<file path="src/qss_params.svh">
// register selects, field positions, reset values and timing counts
// assumes inclusion by the sequencer, the queue memory and the bench
`ifndef QSS_PARAMS_SVH
`define QSS_PARAMS_SVH

// register selects on the native register port
`define QSS_SEL_MODE 3'h0
`define QSS_SEL_DELAY 3'h1
`define QSS_SEL_WRAP 3'h2
`define QSS_SEL_IRQ 3'h3
`define QSS_SEL_ADDR 3'h4
`define QSS_SEL_DATA 3'h5

// mode register fields
`define QSS_MODE_CLOCK_PHASE 8
`define QSS_MODE_CLOCK_POLARITY 9
`define QSS_MODE_BITS_LSB 10
`define QSS_MODE_RESET 16'h0000

// delay register fields
`define QSS_DLY_ENABLE 15
`define QSS_DLY_QCD_LSB 8
`define QSS_DLY_RESET 16'h0000

// wrap register fields
`define QSS_WRAP_EN 14
`define QSS_WRAP_IDLE 12
`define QSS_WRAP_END_LSB 8
`define QSS_WRAP_DONE_LSB 4
`define QSS_WRAP_START_LSB 0

// status register fields
`define QSS_IRQ_EN 8
`define QSS_IRQ_FLAG 0

// queue memory regions, upper two bits of the indirect address
`define QSS_RAM_TX 2'h0
`define QSS_RAM_RX 2'h1
`define QSS_RAM_CMD 2'h2

// word lengths
`define QSS_BITS_DEFAULT 5'h08
`define QSS_BITS_MAX 5'h10

// timing in bus clocks
`define QSS_HALF_CYC 14'h0002
`define QSS_STD_POST_CYC 14'h0011
`define QSS_POST_UNIT_LOG2 5
`define QSS_POST_ZERO_CYC 8192

`endif

</file>
<file path="src/qss_pkg.sv">
// types shared by the queued serial sequencer and its bench
// assumes the params header for all numeric constants
package qss_pkg;

  typedef enum logic [6:0] {
    ST_IDLE = 7'h01,
    ST_FETCH = 7'h02,
    ST_LOAD = 7'h04,
    ST_CSDLY = 7'h08,
    ST_SHIFT = 7'h10,
    ST_DONE = 7'h20,
    ST_POST = 7'h40
  } qss_state_t;

  typedef struct packed {
    logic holdSelectContinuous;
    logic wordLengthSelect;
    logic postTransferDelayEn;
    logic selectToClockDelayEn;
    logic [3:0] selectPattern;
  } qss_cmd_t;

  typedef struct packed {
    logic [2:0] sel;
    logic wr;
    logic rd;
    logic [15:0] wdata;
  } qss_req_t;

endpackage

</file>
<file path="src/qss_queue_ram.sv">
// queue memory: sixteen entries of command byte, transmit word, receive word
// assumes software writes only transmit and command, engine writes only receive
`timescale 1ns/10ps
`include "qss_params.svh"
module qss_queue_ram (
  input logic clk,
  input logic swWrEn,
  input logic swRdEn,
  input logic [5:0] swAddr,
  input logic [15:0] swWrData,
  output logic [15:0] swRdData,
  input logic [3:0] engIdx,
  output logic [15:0] engTxData,
  output logic [7:0] engCmd,
  input logic engWrEn,
  input logic [15:0] engWrData
);

  logic [15:0] txMem [16];
  logic [15:0] rxMem [16];
  logic [7:0] cmdMem [16];

  // contents are undefined after reset, so no reset on the arrays
  always_ff @(posedge clk) begin
    if (swWrEn && swAddr[5:4] == `QSS_RAM_TX) begin
      txMem[swAddr[3:0]] <= swWrData;
    end
    // command bytes only ever come from the upper byte of a software write
    if (swWrEn && swAddr[5:4] == `QSS_RAM_CMD) begin
      cmdMem[swAddr[3:0]] <= swWrData[15:8];
    end
    if (engWrEn) begin
      rxMem[engIdx] <= engWrData;
    end
    // transmit and command regions are write-only and read back as zero
    if (swRdEn) begin
      swRdData <= (swAddr[5:4] == `QSS_RAM_RX) ? rxMem[swAddr[3:0]] : 16'h0000;
    end
    engTxData <= txMem[engIdx];
    engCmd <= cmdMem[engIdx];
  end

endmodule

</file>
<file path="src/qss_sequencer.sv">
// queued serial master: register port, queue walker and serial shifter
// assumes one bus clock at 40 MHz and slaves on four active-low selects
// Operation
// - command entries change only by software writes to the data port upper byte
// - sixteen one-byte commands, each a select pattern plus transfer options
// - continuous bit clear: selects go idle after each word, else after queue
// - word length select clear gives eight bits, set uses the mode bit count
// - post-transfer delay enable picks the programmed delay over the standard one
// - select-to-clock delay: half serial period, or the programmed count if enabled
// - command bits 3-0 drive the four selects, zero asserts, several may be active
// - queue memory is sixteen entries of command byte, transmit and receive word
// - software loads queue then enables; device runs it and flags completion
// - hidden command pointer loads from the start pointer when execution begins
// - each step runs the command, copies pointer to done pointer, then increments
// - after each command compare end with done pointer; match sets flag, halts
// - wrap enable keeps the sequencer running past the end pointer
// - reset clears start and end pointers so execution starts at entry zero
// - start and end pointers accept writes at any time
// - new start pointer takes effect at once when idle, else after the transfer
// - start and end both zero gives exactly one transfer
// - all four clock phase and polarity combinations are supported
// - words shift out and in most significant bit first
// - word length defaults to eight and may be programmed from 8 to 16
// - flag sets at each end-pointer completion in wrap mode; write one clears
// - post delay is 32 clocks per count, zero gives 8192, standard is 17
// - select-to-clock delay equals its count in clocks, zero means half period
`timescale 1ns/10ps
`include "qss_params.svh"
module qss_sequencer #(
  parameter int POST_ZERO_CYC = `QSS_POST_ZERO_CYC
) (
  input logic clk,
  input logic resetn,
  input qss_pkg::qss_req_t regReq,
  output logic [15:0] regRdData,
  output logic regRdAck,
  output logic spiSck,
  output logic spiMosi,
  input logic spiMiso,
  output logic [3:0] spiCsN,
  output logic queueDoneIrq
);

  // register group
  logic [15:0] mode_reg, mode_next;
  logic [6:0] qcd_reg, qcd_next;
  logic [7:0] dtl_reg, dtl_next;
  logic enable_reg, enable_next;
  logic wrapEn_reg, wrapEn_next;
  logic idleLevel_reg, idleLevel_next;
  logic [3:0] startPtr_reg, startPtr_next;
  logic [3:0] endPtr_reg, endPtr_next;
  logic irqEn_reg, irqEn_next;
  logic doneFlag_reg, doneFlag_next;
  logic [5:0] addr_reg, addr_next;
  logic rdPend_reg, rdPend_next;
  logic rdFromRam_reg, rdFromRam_next;
  logic [15:0] rdHold_reg, rdHold_next;
  logic newPend_reg, newPend_next;

  // engine group
  qss_pkg::qss_state_t state_reg, state_next;
  qss_pkg::qss_cmd_t cmd_reg, cmd_next;
  logic [3:0] ptr_reg, ptr_next;
  logic [3:0] donePtr_reg, donePtr_next;
  logic [13:0] cnt_reg, cnt_next;
  logic [5:0] edgeCnt_reg, edgeCnt_next;
  logic [4:0] bits_reg, bits_next;
  logic [15:0] txShift_reg, txShift_next;
  logic [15:0] rxShift_reg, rxShift_next;
  logic sck_reg, sck_next;
  logic mosi_reg, mosi_next;
  logic [3:0] cs_reg, cs_next;
  // sampling one clock after the edge lets the two-flop miso path settle
  logic samplePend_reg, samplePend_next;

  logic misoMeta_reg, misoSync_reg;
  logic setFlag, clearEnable, takeNewStart, ramWrEn, edgeNow, sampleEdge;
  logic [15:0] ramTx, ramSwRd, txAligned, readMux;
  logic [7:0] ramCmd;
  qss_pkg::qss_cmd_t ramCmdS;
  logic [4:0] modeBits, wordBits;
  logic [3:0] idlePattern;
  logic [13:0] postLoad;
  logic clock_phase, clock_polarity, swDataWr, swDataRd;

  assign clock_phase = mode_reg[`QSS_MODE_CLOCK_PHASE];
  assign clock_polarity = mode_reg[`QSS_MODE_CLOCK_POLARITY];
  assign ramCmdS = ramCmd;
  // bit count field 8..15 is taken as is; 0 means sixteen, 1..7 fall back to sixteen
  assign modeBits = mode_reg[`QSS_MODE_BITS_LSB + 3] ?
    {1'b0, mode_reg[`QSS_MODE_BITS_LSB +: 4]} : `QSS_BITS_MAX;
  assign wordBits = ramCmdS.wordLengthSelect ? modeBits : `QSS_BITS_DEFAULT;
  // right-justified transmit data is moved up so the first bit out is always bit 15
  assign txAligned = ramTx << (`QSS_BITS_MAX - wordBits);
  assign idlePattern = idleLevel_reg ? 4'hf : 4'h0;
  assign postLoad = !cmd_reg.postTransferDelayEn ? `QSS_STD_POST_CYC - 14'h0001 :
    (dtl_reg == 8'h00) ? 14'(POST_ZERO_CYC - 1) :
    {1'b0, dtl_reg, 5'h00} - 14'h0001;
  assign swDataWr = regReq.wr && regReq.sel == `QSS_SEL_DATA;
  assign swDataRd = regReq.rd && regReq.sel == `QSS_SEL_DATA;

  qss_queue_ram u_ram (
    .clk(clk),
    .swWrEn(swDataWr),
    .swRdEn(swDataRd),
    .swAddr(addr_reg),
    .swWrData(regReq.wdata),
    .swRdData(ramSwRd),
    .engIdx(ptr_reg),
    .engTxData(ramTx),
    .engCmd(ramCmd),
    .engWrEn(ramWrEn),
    .engWrData(rxShift_reg)
  );

  always_comb begin
    unique case (regReq.sel)
      `QSS_SEL_MODE: readMux = mode_reg;
      `QSS_SEL_DELAY: readMux = {enable_reg, qcd_reg, dtl_reg};
      `QSS_SEL_WRAP: readMux = {1'b0, wrapEn_reg, 1'b0, idleLevel_reg, endPtr_reg,
        donePtr_reg, startPtr_reg};
      `QSS_SEL_IRQ: readMux = {7'h00, irqEn_reg, 7'h00, doneFlag_reg};
      `QSS_SEL_ADDR: readMux = {10'h000, addr_reg};
      default: readMux = 16'h0000;
    endcase
  end

  always_comb begin
    mode_next = mode_reg;
    qcd_next = qcd_reg;
    dtl_next = dtl_reg;
    enable_next = enable_reg;
    wrapEn_next = wrapEn_reg;
    idleLevel_next = idleLevel_reg;
    startPtr_next = startPtr_reg;
    endPtr_next = endPtr_reg;
    irqEn_next = irqEn_reg;
    doneFlag_next = doneFlag_reg;
    addr_next = addr_reg;
    rdPend_next = regReq.rd;
    rdFromRam_next = swDataRd;
    rdHold_next = regReq.rd ? readMux : rdHold_reg;
    newPend_next = takeNewStart ? 1'b0 : newPend_reg;
    if (clearEnable) begin
      enable_next = 1'b0;
    end
    if (regReq.wr) begin
      unique case (regReq.sel)
        `QSS_SEL_MODE: mode_next = regReq.wdata;
        `QSS_SEL_DELAY: begin
          enable_next = regReq.wdata[`QSS_DLY_ENABLE];
          qcd_next = regReq.wdata[`QSS_DLY_QCD_LSB +: 7];
          dtl_next = regReq.wdata[7:0];
        end
        `QSS_SEL_WRAP: begin
          wrapEn_next = regReq.wdata[`QSS_WRAP_EN];
          idleLevel_next = regReq.wdata[`QSS_WRAP_IDLE];
          endPtr_next = regReq.wdata[`QSS_WRAP_END_LSB +: 4];
          startPtr_next = regReq.wdata[`QSS_WRAP_START_LSB +: 4];
          // a busy walker finishes its word before honouring the new start
          if (state_reg != qss_pkg::ST_IDLE &&
              startPtr_next != startPtr_reg) begin
            newPend_next = 1'b1;
          end
        end
        `QSS_SEL_IRQ: begin
          irqEn_next = regReq.wdata[`QSS_IRQ_EN];
          if (regReq.wdata[`QSS_IRQ_FLAG]) begin
            doneFlag_next = 1'b0;
          end
        end
        `QSS_SEL_ADDR: addr_next = regReq.wdata[5:0];
        `QSS_SEL_DATA: addr_next = addr_reg + 6'h01;
        default: ;
      endcase
    end
    // the address does not wrap per region; software keeps it in range
    if (swDataRd) begin
      addr_next = addr_reg + 6'h01;
    end
    // set after the write-one clear so a same-cycle completion is kept
    if (setFlag) begin
      doneFlag_next = 1'b1;
    end
  end

  always_ff @(posedge clk or negedge resetn) begin
    if (!resetn) begin
      mode_reg <= `QSS_MODE_RESET;
      qcd_reg <= 7'h00;
      dtl_reg <= 8'h00;
      enable_reg <= 1'b0;
      wrapEn_reg <= 1'b0;
      idleLevel_reg <= 1'b1;
      startPtr_reg <= 4'h0;
      endPtr_reg <= 4'h0;
      irqEn_reg <= 1'b0;
      doneFlag_reg <= 1'b0;
      addr_reg <= 6'h00;
      rdPend_reg <= 1'b0;
      rdFromRam_reg <= 1'b0;
      rdHold_reg <= 16'h0000;
      newPend_reg <= 1'b0;
    end else begin
      mode_reg <= mode_next;
      qcd_reg <= qcd_next;
      dtl_reg <= dtl_next;
      enable_reg <= enable_next;
      wrapEn_reg <= wrapEn_next;
      idleLevel_reg <= idleLevel_next;
      startPtr_reg <= startPtr_next;
      endPtr_reg <= endPtr_next;
      irqEn_reg <= irqEn_next;
      doneFlag_reg <= doneFlag_next;
      addr_reg <= addr_next;
      rdPend_reg <= rdPend_next;
      rdFromRam_reg <= rdFromRam_next;
      rdHold_reg <= rdHold_next;
      newPend_reg <= newPend_next;
    end
  end

  assign regRdAck = rdPend_reg;
  assign regRdData = rdFromRam_reg ? ramSwRd : rdHold_reg;
  assign queueDoneIrq = doneFlag_reg & irqEn_reg;

  always_ff @(posedge clk or negedge resetn) begin
    if (!resetn) begin
      misoMeta_reg <= 1'b0;
      misoSync_reg <= 1'b0;
    end else begin
      misoMeta_reg <= spiMiso;
      misoSync_reg <= misoMeta_reg;
    end
  end

  assign edgeNow = (state_reg == qss_pkg::ST_CSDLY || state_reg == qss_pkg::ST_SHIFT) &&
    cnt_reg == 14'h0000 && edgeCnt_reg != {bits_reg, 1'b0};
  // leading edges are even; phase zero samples on them, phase one on trailing
  assign sampleEdge = edgeCnt_reg[0] == clock_phase;

  always_comb begin
    state_next = state_reg;
    cmd_next = cmd_reg;
    ptr_next = ptr_reg;
    donePtr_next = donePtr_reg;
    cnt_next = cnt_reg;
    edgeCnt_next = edgeCnt_reg;
    bits_next = bits_reg;
    txShift_next = txShift_reg;
    rxShift_next = rxShift_reg;
    sck_next = sck_reg;
    mosi_next = mosi_reg;
    cs_next = cs_reg;
    samplePend_next = 1'b0;
    setFlag = 1'b0;
    clearEnable = 1'b0;
    takeNewStart = 1'b0;
    ramWrEn = 1'b0;
    unique case (state_reg)
      qss_pkg::ST_IDLE: begin
        ptr_next = startPtr_reg;
        sck_next = clock_polarity;
        cs_next = idlePattern;
        if (enable_reg) begin
          state_next = qss_pkg::ST_FETCH;
        end
      end
      qss_pkg::ST_FETCH: state_next = qss_pkg::ST_LOAD;
      qss_pkg::ST_LOAD: begin
        cmd_next = ramCmdS;
        bits_next = wordBits;
        cs_next = ramCmdS.selectPattern;
        sck_next = clock_polarity;
        rxShift_next = 16'h0000;
        edgeCnt_next = 6'h00;
        if (!clock_phase) begin
          mosi_next = txAligned[15];
          txShift_next = {txAligned[14:0], 1'b0};
        end else begin
          txShift_next = txAligned;
        end
        cnt_next = (ramCmdS.selectToClockDelayEn && qcd_reg != 7'h00) ?
          {7'h00, qcd_reg} - 14'h0001 : `QSS_HALF_CYC - 14'h0001;
        state_next = qss_pkg::ST_CSDLY;
      end
      qss_pkg::ST_CSDLY: begin
        if (cnt_reg == 14'h0000) begin
          cnt_next = `QSS_HALF_CYC - 14'h0001;
          state_next = qss_pkg::ST_SHIFT;
        end else begin
          cnt_next = cnt_reg - 14'h0001;
        end
      end
      qss_pkg::ST_SHIFT: begin
        if (cnt_reg == 14'h0000) begin
          cnt_next = `QSS_HALF_CYC - 14'h0001;
          if (edgeCnt_reg == {bits_reg, 1'b0}) begin
            state_next = qss_pkg::ST_DONE;
          end
        end else begin
          cnt_next = cnt_reg - 14'h0001;
        end
      end
      qss_pkg::ST_DONE: begin
        ramWrEn = 1'b1;
        donePtr_next = ptr_reg;
        if (ptr_reg == endPtr_reg) begin
          setFlag = 1'b1;
        end
        if (!cmd_reg.holdSelectContinuous) begin
          cs_next = idlePattern;
        end
        cnt_next = postLoad;
        state_next = qss_pkg::ST_POST;
      end
      qss_pkg::ST_POST: begin
        if (cnt_reg != 14'h0000) begin
          cnt_next = cnt_reg - 14'h0001;
        end else if ((donePtr_reg == endPtr_reg && !wrapEn_reg) || !enable_reg) begin
          // a single entry with both pointers at zero also ends here
          clearEnable = 1'b1;
          cs_next = idlePattern;
          state_next = qss_pkg::ST_IDLE;
        end else begin
          state_next = qss_pkg::ST_FETCH;
          if (donePtr_reg == endPtr_reg || newPend_reg) begin
            takeNewStart = 1'b1;
            ptr_next = startPtr_reg;
          end else begin
            ptr_next = ptr_reg + 4'h1;
          end
        end
      end
    endcase
    if (edgeNow) begin
      sck_next = ~sck_reg;
      edgeCnt_next = edgeCnt_reg + 6'h01;
      samplePend_next = sampleEdge;
      if (!sampleEdge) begin
        mosi_next = txShift_reg[15];
        txShift_next = {txShift_reg[14:0], 1'b0};
      end
    end
    // the slave changes miso only two clocks before the sampling edge, but the
    // synchroniser needs three, so the bit is taken one clock after that edge
    if (samplePend_reg) begin
      rxShift_next = {rxShift_reg[14:0], misoSync_reg};
    end
  end

  always_ff @(posedge clk or negedge resetn) begin
    if (!resetn) begin
      state_reg <= qss_pkg::ST_IDLE;
      cmd_reg <= '0;
      ptr_reg <= 4'h0;
      donePtr_reg <= 4'h0;
      cnt_reg <= 14'h0000;
      edgeCnt_reg <= 6'h00;
      bits_reg <= `QSS_BITS_DEFAULT;
      txShift_reg <= 16'h0000;
      rxShift_reg <= 16'h0000;
      sck_reg <= 1'b0;
      mosi_reg <= 1'b0;
      cs_reg <= 4'hf;
      samplePend_reg <= 1'b0;
    end else begin
      state_reg <= state_next;
      cmd_reg <= cmd_next;
      ptr_reg <= ptr_next;
      donePtr_reg <= donePtr_next;
      cnt_reg <= cnt_next;
      edgeCnt_reg <= edgeCnt_next;
      bits_reg <= bits_next;
      txShift_reg <= txShift_next;
      rxShift_reg <= rxShift_next;
      sck_reg <= sck_next;
      mosi_reg <= mosi_next;
      cs_reg <= cs_next;
      samplePend_reg <= samplePend_next;
    end
  end

  assign spiSck = sck_reg;
  assign spiMosi = mosi_reg;
  assign spiCsN = cs_reg;

  a_reset_ptrs: assert property (
    @(posedge clk) $rose(resetn) |-> startPtr_reg == 4'h0 && endPtr_reg == 4'h0)
    else $error("pointers not cleared by reset");
  a_cs_pattern: assert property (
    @(posedge clk) disable iff (!resetn)
    state_reg == qss_pkg::ST_LOAD |=> spiCsN == $past(ramCmd[3:0]))
    else $error("select pins do not follow command bits");
  a_cs_idle: assert property (
    @(posedge clk) disable iff (!resetn)
    state_reg == qss_pkg::ST_DONE && !cmd_reg.holdSelectContinuous
    |=> spiCsN == idlePattern)
    else $error("selects not idle after a non-continuous word");
  a_done_copy: assert property (
    @(posedge clk) disable iff (!resetn)
    state_reg == qss_pkg::ST_DONE |=> donePtr_reg == $past(ptr_reg) && ptr_reg == $past(ptr_reg))
    else $error("done pointer not copied before increment");
  a_flag_end: assert property (
    @(posedge clk) disable iff (!resetn)
    state_reg == qss_pkg::ST_DONE && ptr_reg == endPtr_reg |=> doneFlag_reg)
    else $error("end command did not set the done flag");
  a_wrap_reload: assert property (
    @(posedge clk) disable iff (!resetn)
    state_reg == qss_pkg::ST_POST && cnt_reg == 14'h0000 && enable_reg && wrapEn_reg &&
    donePtr_reg == endPtr_reg |=> state_reg == qss_pkg::ST_FETCH && ptr_reg == $past(startPtr_reg))
    else $error("wrap did not reload the start pointer");
  a_idle_follow: assert property (
    @(posedge clk) disable iff (!resetn)
    state_reg == qss_pkg::ST_IDLE && $past(state_reg) == qss_pkg::ST_IDLE
    |-> ptr_reg == $past(startPtr_reg))
    else $error("idle pointer does not follow the start pointer");
  a_std_post: assert property (
    @(posedge clk) disable iff (!resetn)
    state_reg == qss_pkg::ST_DONE && !cmd_reg.postTransferDelayEn
    |=> state_reg == qss_pkg::ST_POST ##16 state_reg == qss_pkg::ST_POST
    ##1 state_reg != qss_pkg::ST_POST)
    else $error("standard post delay is not 17 clocks");
  a_half_delay: assert property (
    @(posedge clk) disable iff (!resetn)
    state_reg == qss_pkg::ST_LOAD && !ramCmdS.selectToClockDelayEn
    |=> $stable(spiSck) ##1 $stable(spiSck) ##1 spiSck != $past(spiSck))
    else $error("select to clock is not half a serial period");
  a_msb_first: assert property (
    @(posedge clk) disable iff (!resetn)
    state_reg == qss_pkg::ST_LOAD && !clock_phase |=> spiMosi == $past(txAligned[15]))
    else $error("first bit out is not the word msb");

endmodule

</file>
<file path="config.mk">
export PLATFORM = sky130hd
export DESIGN_NAME = qss_sequencer
export DESIGN_NICKNAME = d
export VERILOG_FILES = /design/src/qss_pkg.sv /design/src/qss_queue_ram.sv /design/src/qss_sequencer.sv
export VERILOG_INCLUDE_DIRS = /design/src /design/src/src
export SDC_FILE = /design/constraint.sdc
export NUM_CORES = 1
export LEC_CHECK = 0
export ABC_AREA = 1
export ABC_CLOCK_PERIOD_IN_PS = 3500
export BUFFER_PORTS_ARGS = -buffer_cell sky130_fd_sc_hd__buf_2
export CAP_MARGIN = 30
export CORE_ASPECT_RATIO = 1.75
export CORE_MARGIN = 2
export CORE_UTILIZATION = 55
export CTS_CLUSTER_SIZE = 28
export DETAILED_ROUTE_END_ITERATION = 10
export PLACE_DENSITY = 0.71
export SYNTH_ARGS = -nofsm -noshare
export SYNTH_HDL_FRONTEND = slang
export SYNTH_SLANG_ARGS = --single-unit
</file>
<file path="constraint.sdc">
create_clock -name clk -period 3.5 [get_ports clk]
set_input_delay 0.175 -clock clk [delete_from_list [all_inputs] [get_ports clk]]
set_output_delay 0.175 -clock clk [all_outputs]
set_load 0.1 [all_outputs]
</file>
**After elaboration in Yosys (flattened, before gate mapping)**

Memory sizes are Yosys's and may differ from the RTL's. A register that Yosys moved wholly into a read port is not among the register bits.
Cells that the tools add are included.

- Register bits after elaboration: 152
- Memory bits (writable): 640
- Output and inout port bits: 24
- Word-level logic and storage cells: 189
- Memories: 3

Memories:

| name | words | width | read ports | clocked after memory_dff | write ports | line | source |
|---|---|---|---|---|---|---|---|
| u_ram.rxMem | 16 | 16 | 1 | 1 | 1 | qss_queue_ram.sv:20 | `logic [15:0] rxMem [16];` |
| u_ram.txMem | 16 | 16 | 1 | 1 | 1 | qss_queue_ram.sv:19 | `logic [15:0] txMem [16];` |
| u_ram.cmdMem | 16 | 8 | 1 | 1 | 1 | qss_queue_ram.sv:21 | `logic [7:0] cmdMem [16];` |

- $add $sub $neg: 7
- Eq/ne operators: 30
- Shift-type cells: 1
- Mux-type cells: 71
- Bitwise operators: 2
- Reduce and logical (&&, ||, !) cells: 44

Operators by type and width:

| cell | number |
|---|---|
| 16-bit two-way mux | 7 |
| 16-bit one-hot mux with 5 select lines | 1 |
| 14-bit two-way mux | 5 |
| 14-bit one-hot mux with 4 select lines | 1 |
| 7-bit one-hot mux with 7 select lines | 1 |
| 7-bit two-way mux | 5 |
| 1-bit two-way mux | 34 |
| 4-bit two-way mux | 7 |
| 6-bit two-way mux | 4 |
| 4-bit one-hot mux with 4 select lines | 1 |
| 2-bit nonzero test | 8 |
| 16-bit by 5-bit left shift with 16-bit output | 1 |
| 14-bit zero test | 1 |
| 14-bit nonzero test | 1 |
| 13-bit by 1-bit subtractor with 14-bit output, second input constant | 1 |
| 14-bit by 1-bit subtractor with 14-bit output, second input constant | 1 |
| 6-bit by 1-bit adder with 6-bit output, second input constant | 2 |
| 2-bit inequality test, second input constant | 6 |
| 6-bit one-hot mux with 2 select lines | 1 |
| 2-bit AND reduction | 6 |
| 5-bit two-way mux | 2 |
| 1-bit logical AND | 9 |
| 4-bit == test | 2 |
| 8-bit zero test | 1 |
| 36 further kinds | 47 |

**Logic depth before layout (Yosys ltp)**

- Depth in word-level cells: 10
- Gate-level depth with buffers: 15
- Depth with buffers taken out: 12

**Cells and area by module**

From an unflattened synthesis, not the netlist that was laid out.

- Cells, all modules: 3633
- Area total of the unflattened synthesis: 36092.1 um^2

By module, submodules not included:

| module | instances | cells an instance | area each (um^2) |
|---|---|---|---|
| qss_queue_ram | 1 | 2370 | 26972.1 |
| qss_sequencer | 1 | 1263 | 9120.0 |

**Worst setup path before layout**

No wires, ideal clock.

- Path kind: reg-to-reg
- Start: register addr_reg[1]
- End: memory u_ram.txMem[0][0] (enable)
- Setup time: 409 ps
- Arrival time: 2544 ps
- Data required time: 3091 ps
- Path slack: 547 ps
- Cell stages (with the launch flop): 7
- Path buffers: 2
- Clock period less this slack: 2953 ps
- Cell sequence: dfrtp_1 inv_1 clkbuf_1 clkbuf_1 ha_1 clkinv_1 nor3_1

RTL lines:

| item | line | source |
|---|---|---|
| start: declaration | qss_sequencer.sv:55 | `logic [5:0] addr_reg, addr_next;` |
| start signal: assignment | qss_sequencer.sv:216 | `addr_reg <= addr_next;` |
| end: declaration | qss_queue_ram.sv:19 |  |

No word-level cell before the write port.

**Worst setup path in the final report**

- Start: register mode_reg[13]
- End: register txShift_reg[1]

- Cells in the longest elaborated chain, start to end: 8

RTL lines:

| item | line | source |
|---|---|---|
| start: declaration | qss_sequencer.sv:45 | `logic [15:0] mode_reg, mode_next;` |
| start signal: assignment | qss_sequencer.sv:190 | `` mode_reg <= `QSS_MODE_RESET; `` |
| start signal: assignment | qss_sequencer.sv:206 | `mode_reg <= mode_next;` |
| 5-bit two-way mux (no source line) (*) (2 in a row) | n/a |  |
| 5-bit subtractor (no source line) (*) | n/a |  |
| 16-bit by 5-bit left shift with 16-bit output (*) | qss_sequencer.sv:95 | `` assign txAligned = ramTx << (`QSS_BITS_MAX - wordBits); `` |
| 16-bit two-way mux (*) | qss_sequencer.sv:278 | `if (!clock_phase) begin` |
| 16-bit two-way mux (*) | qss_sequencer.sv:261 | `unique case (state_reg)` |
| 16-bit two-way mux | qss_sequencer.sv:341 | `if (!sampleEdge) begin` |
| 16-bit two-way mux (*) | qss_sequencer.sv:337 | `if (edgeNow) begin` |
| net txShift_next[1] | qss_sequencer.sv:69 | `logic [15:0] txShift_reg, txShift_next;` |
| end signal: assignment | qss_sequencer.sv:376 | `txShift_reg <= txShift_next;` |
| end: declaration | qss_sequencer.sv:69 |  |

Mark *: on every way through the listed nets, which the timed path passes. The rest lies on a longest branch.
A chain may end at the register's enable or synchronous reset.

==> summary.md <==
| Metric | Value |
|---|---|
| Finished Core Util | 0.617 |
| Hold crit path type | input pin to flip-flop |
| HPWL after detailed placement | 60400 um |
| Avg WL per Cell | approximately 24 um |
| Final WL | 94600 um |
| CTS tree | built |
| Starting Density | 0.557 |
| Final Hold Fails | 0 |
| Max Freq | 331 MHz |
| Syn. warnings | 0 |
| Outcome | finished, final reports clean |
| Met3 Use GR | 0.0354 |
| Drt via density | about 6.1 |
| Die Y | ~340 um |
| RD Place Congestion | 0.911 |
| Largest net degree at the start of global routing | 163 |
| Critical Path Start Type | flip-flop |
| CP bufs+invs | 3 |
| Leakage power | 14.0 nW |
| # rows | 121 |
| CTS Sinks | ~830 |
| Critical Path RT | about 4 ns |
| Worst-Margin Slew | 1.05 ns |
| Crit-path slowest cell | ha_1 |
| Mapped cell area | 0.0347 mm^2 |
| Antenna violations before repair | 2 |
| Met1 usage | 0.315 |
| Critical path endpoint category | flip-flop |
| CTS Buffer Depth | 3 |
| Count of state elements after synthesis | around 830 |
| Synth top area share | 0.567 |
| Core region area | 0.0624 mm^2 |
| Crit-path max cell delay | 0.58 ns |
| Final Net Count | about 3200 |
| Cell family with most CP delay | simple AND/OR/NAND/NOR gates |
| Max-cap violations | 0 |
| Die width | 194 um |
| Area leader, netlist | edfxtp_1 |
| Sequential share of the synthesized area | 0.691 |
| Rel. slew slack | 0.300 |
| CP Class | flip-flop to flip-flop |
| Skew-Pair Late Insertion Delay | 0.64 ns |
| Met2 layer usage reported by global route | 0.530 |
| DR vias | 24400 |
| Layout cells sized above 1 | 0.100 |
| Critical Path AT | 3.53 ns |
| Area growth syn-to-layout | 10.9% |
| Final setup fails | 0 |
| Synth async-reset ratio | 0.183 |
| DRC viols | 0 |
| Min Clock Period, post-route | 3.02 ns |
| Root buffer cell | clkbuf_16 |
| Synth cell types | 52 |
| Ys flop type | edfxtp_1 |
| Drt first pass iters | 8 |
| Worst vdd ir | 0.612 mV |
| H-tree depth | 3 |
| Fin. max-slew vios | 0 |
| Post-CTS sizing | 0 |
| Full die area | 0.0652 mm^2 |
| Count leader, synth | edfxtp_1 |
| Syn nets | 3152 |
| Tot Pwr | about 0.023 W |
| Clock Pin Slew Worst Setup and Hold Paths | around 0.070 ns |
| Commonest cells post-synth | 656 x edfxtp_1, 517 x nand2_1, 448 x o21ai_0 |
| Gr busiest metal | met2 |
| RSZ-0062 raised after global routing | false |
| Clock Skew | 0.0313 ns |
| PD cells | 597 mW/mm^2 |
| TritonCTS Buffers | 72 |
| I/O Pins | 48 |
| Mapped Cells | about 3100 |
| Global route overflow | 0 |
| Post-synth EDFFs | 656 |
| Setup TNS | 0 ns |
| Port Buf Inserts | 47 |
| Mapped Avg Cell Area | about 11 um^2 |
| Crit-path cells | nand3_1 > buf_4 > ha_1 > clkinv_1 > nand3_1 > nand3b_1 > nor2_1 > a21oi_1 > o211ai_1 > nand2_1 > inv_1 |
| Routed Antenna Nets | 0 |
| First-pass GRT wire length | 143000 um |
| Vias in the first global route | 24600 |
| GRT Overall Usage | 0.292 |
| # diodes | 0 |
| CP max FO | 20 |
| Top post-synthesis cells by area | edfxtp_1 57%, dfrtp_1 10%, o21ai_0 6.5% |
| Cell mode on critical path | nand3_1 |
| Period utilization | 0.864 |
| Initial DRC count | 2467 |
## metal layers
metal | vias to the layer above | part of all wire
met1 | 12000 | 0.34
met5 | - | 0.00038
li1 | 11100 | -
met3 | 308 | 0.055
met4 | 4 | 0.075
met2 | 1027 | 0.53
## timing repair
action                    CTS  global route
hold endpoints to repair  114             0
buffers inserted            0             0
hold buffers               10             0
## where the power goes
part / internal, W / total (W) / switching (W)
registers: 0.0111 / 0.0114 / 0.000352
clock network: 0.00439 / 0.00796 / 0.00357
logic: 0.000967 / 0.00360 / 0.00263
total: 0.0164 / 0.0230 / 0.00655
## layout make-up
class | count | area [um^2]
multi-input cells | 1921 | 9410
repair buffers | 138 | 1010
inverters | 197 | 748
clock buffers | 96 | 2020
well taps | 799 | 1000
flip-flops and latches | 832 | 24000
fillers | 4844 | 23900
clock inverters | 36 | 309
## cells by family after synthesis
group,after synthesis,synth area share
compound gates,701,0.112
flops,832,0.691
fa+ha+maj,15,0.00541
xor+xnor,33,0.00833
simple gates,1172,0.142
buf+inv,360,0.0414
## worst register-to-register path: cells and delay by family (launching register included)
kind	cells	cell delay (ns)
AND/OR/NAND/NOR	5	0.79
buffers and inverters	3	0.78
adder cells (fa/ha/maj)	1	0.58
flip-flops	1	0.52
AO/OA/AOI/OAI	2	0.25
## cells in the final DEF, fill, tap and decap left out, types with 14 or more instances in the layout
cell and count:
nor2_1 391, clkinv_2 14, edfxtp_1 656, ha_1 15, o22ai_1 180, clkbuf_16 77, clkinv_1 16, a21oi_1 20
o21ai_0 448, dfxtp_1 24, nor3_1 21, nand3_1 117, nand2_1 517, dfrtp_1 141, xor2_1 25, nor2_2 29
buf_2 46, inv_1 177, nor3_2 15, nand4_1 52, clkbuf_1 17, buf_4 76, a41oi_1 16
## path summary, 6_finish.rpt
path	from	endpoint	slack, ns	cells after the start
min reg2reg	misoMeta_reg$_DFF_PN0_	misoSync_reg$_DFF_PN0_	0.35	0
max reg2reg	mode_reg[13]$_DFFE_PN0P_	txShift_reg[1]$_DFF_PN0_	0.48	11
min in group asynchronous	resetn	rdFromRam_reg$_DFF_PN0_	0.10	2
max	mode_reg[13]$_DFFE_PN0P_	txShift_reg[1]$_DFF_PN0_	0.48	11
min	regReq[19]	irqEn_reg$_DFFE_PN0P_	0.03	5
max in group asynchronous	resetn	idleLevel_reg$_DFFE_PN1P_	2.48	3
## metrics by stage
stage	hold WS, ns	setup WS (ns)	cells	instance area (um^2)
after detailed placement	0.201	0.513	3877	36100
after global routing	0.0512	0.185	4019	38500
after CTS	0.0000815	0.493	4019	38500
after floorplan	-0.121	0.547	3113	34700
after global placement	0.197	0.577	3877	36100
final	0.0326	0.476	4019	38500
(Power assumes the default switching activity.)
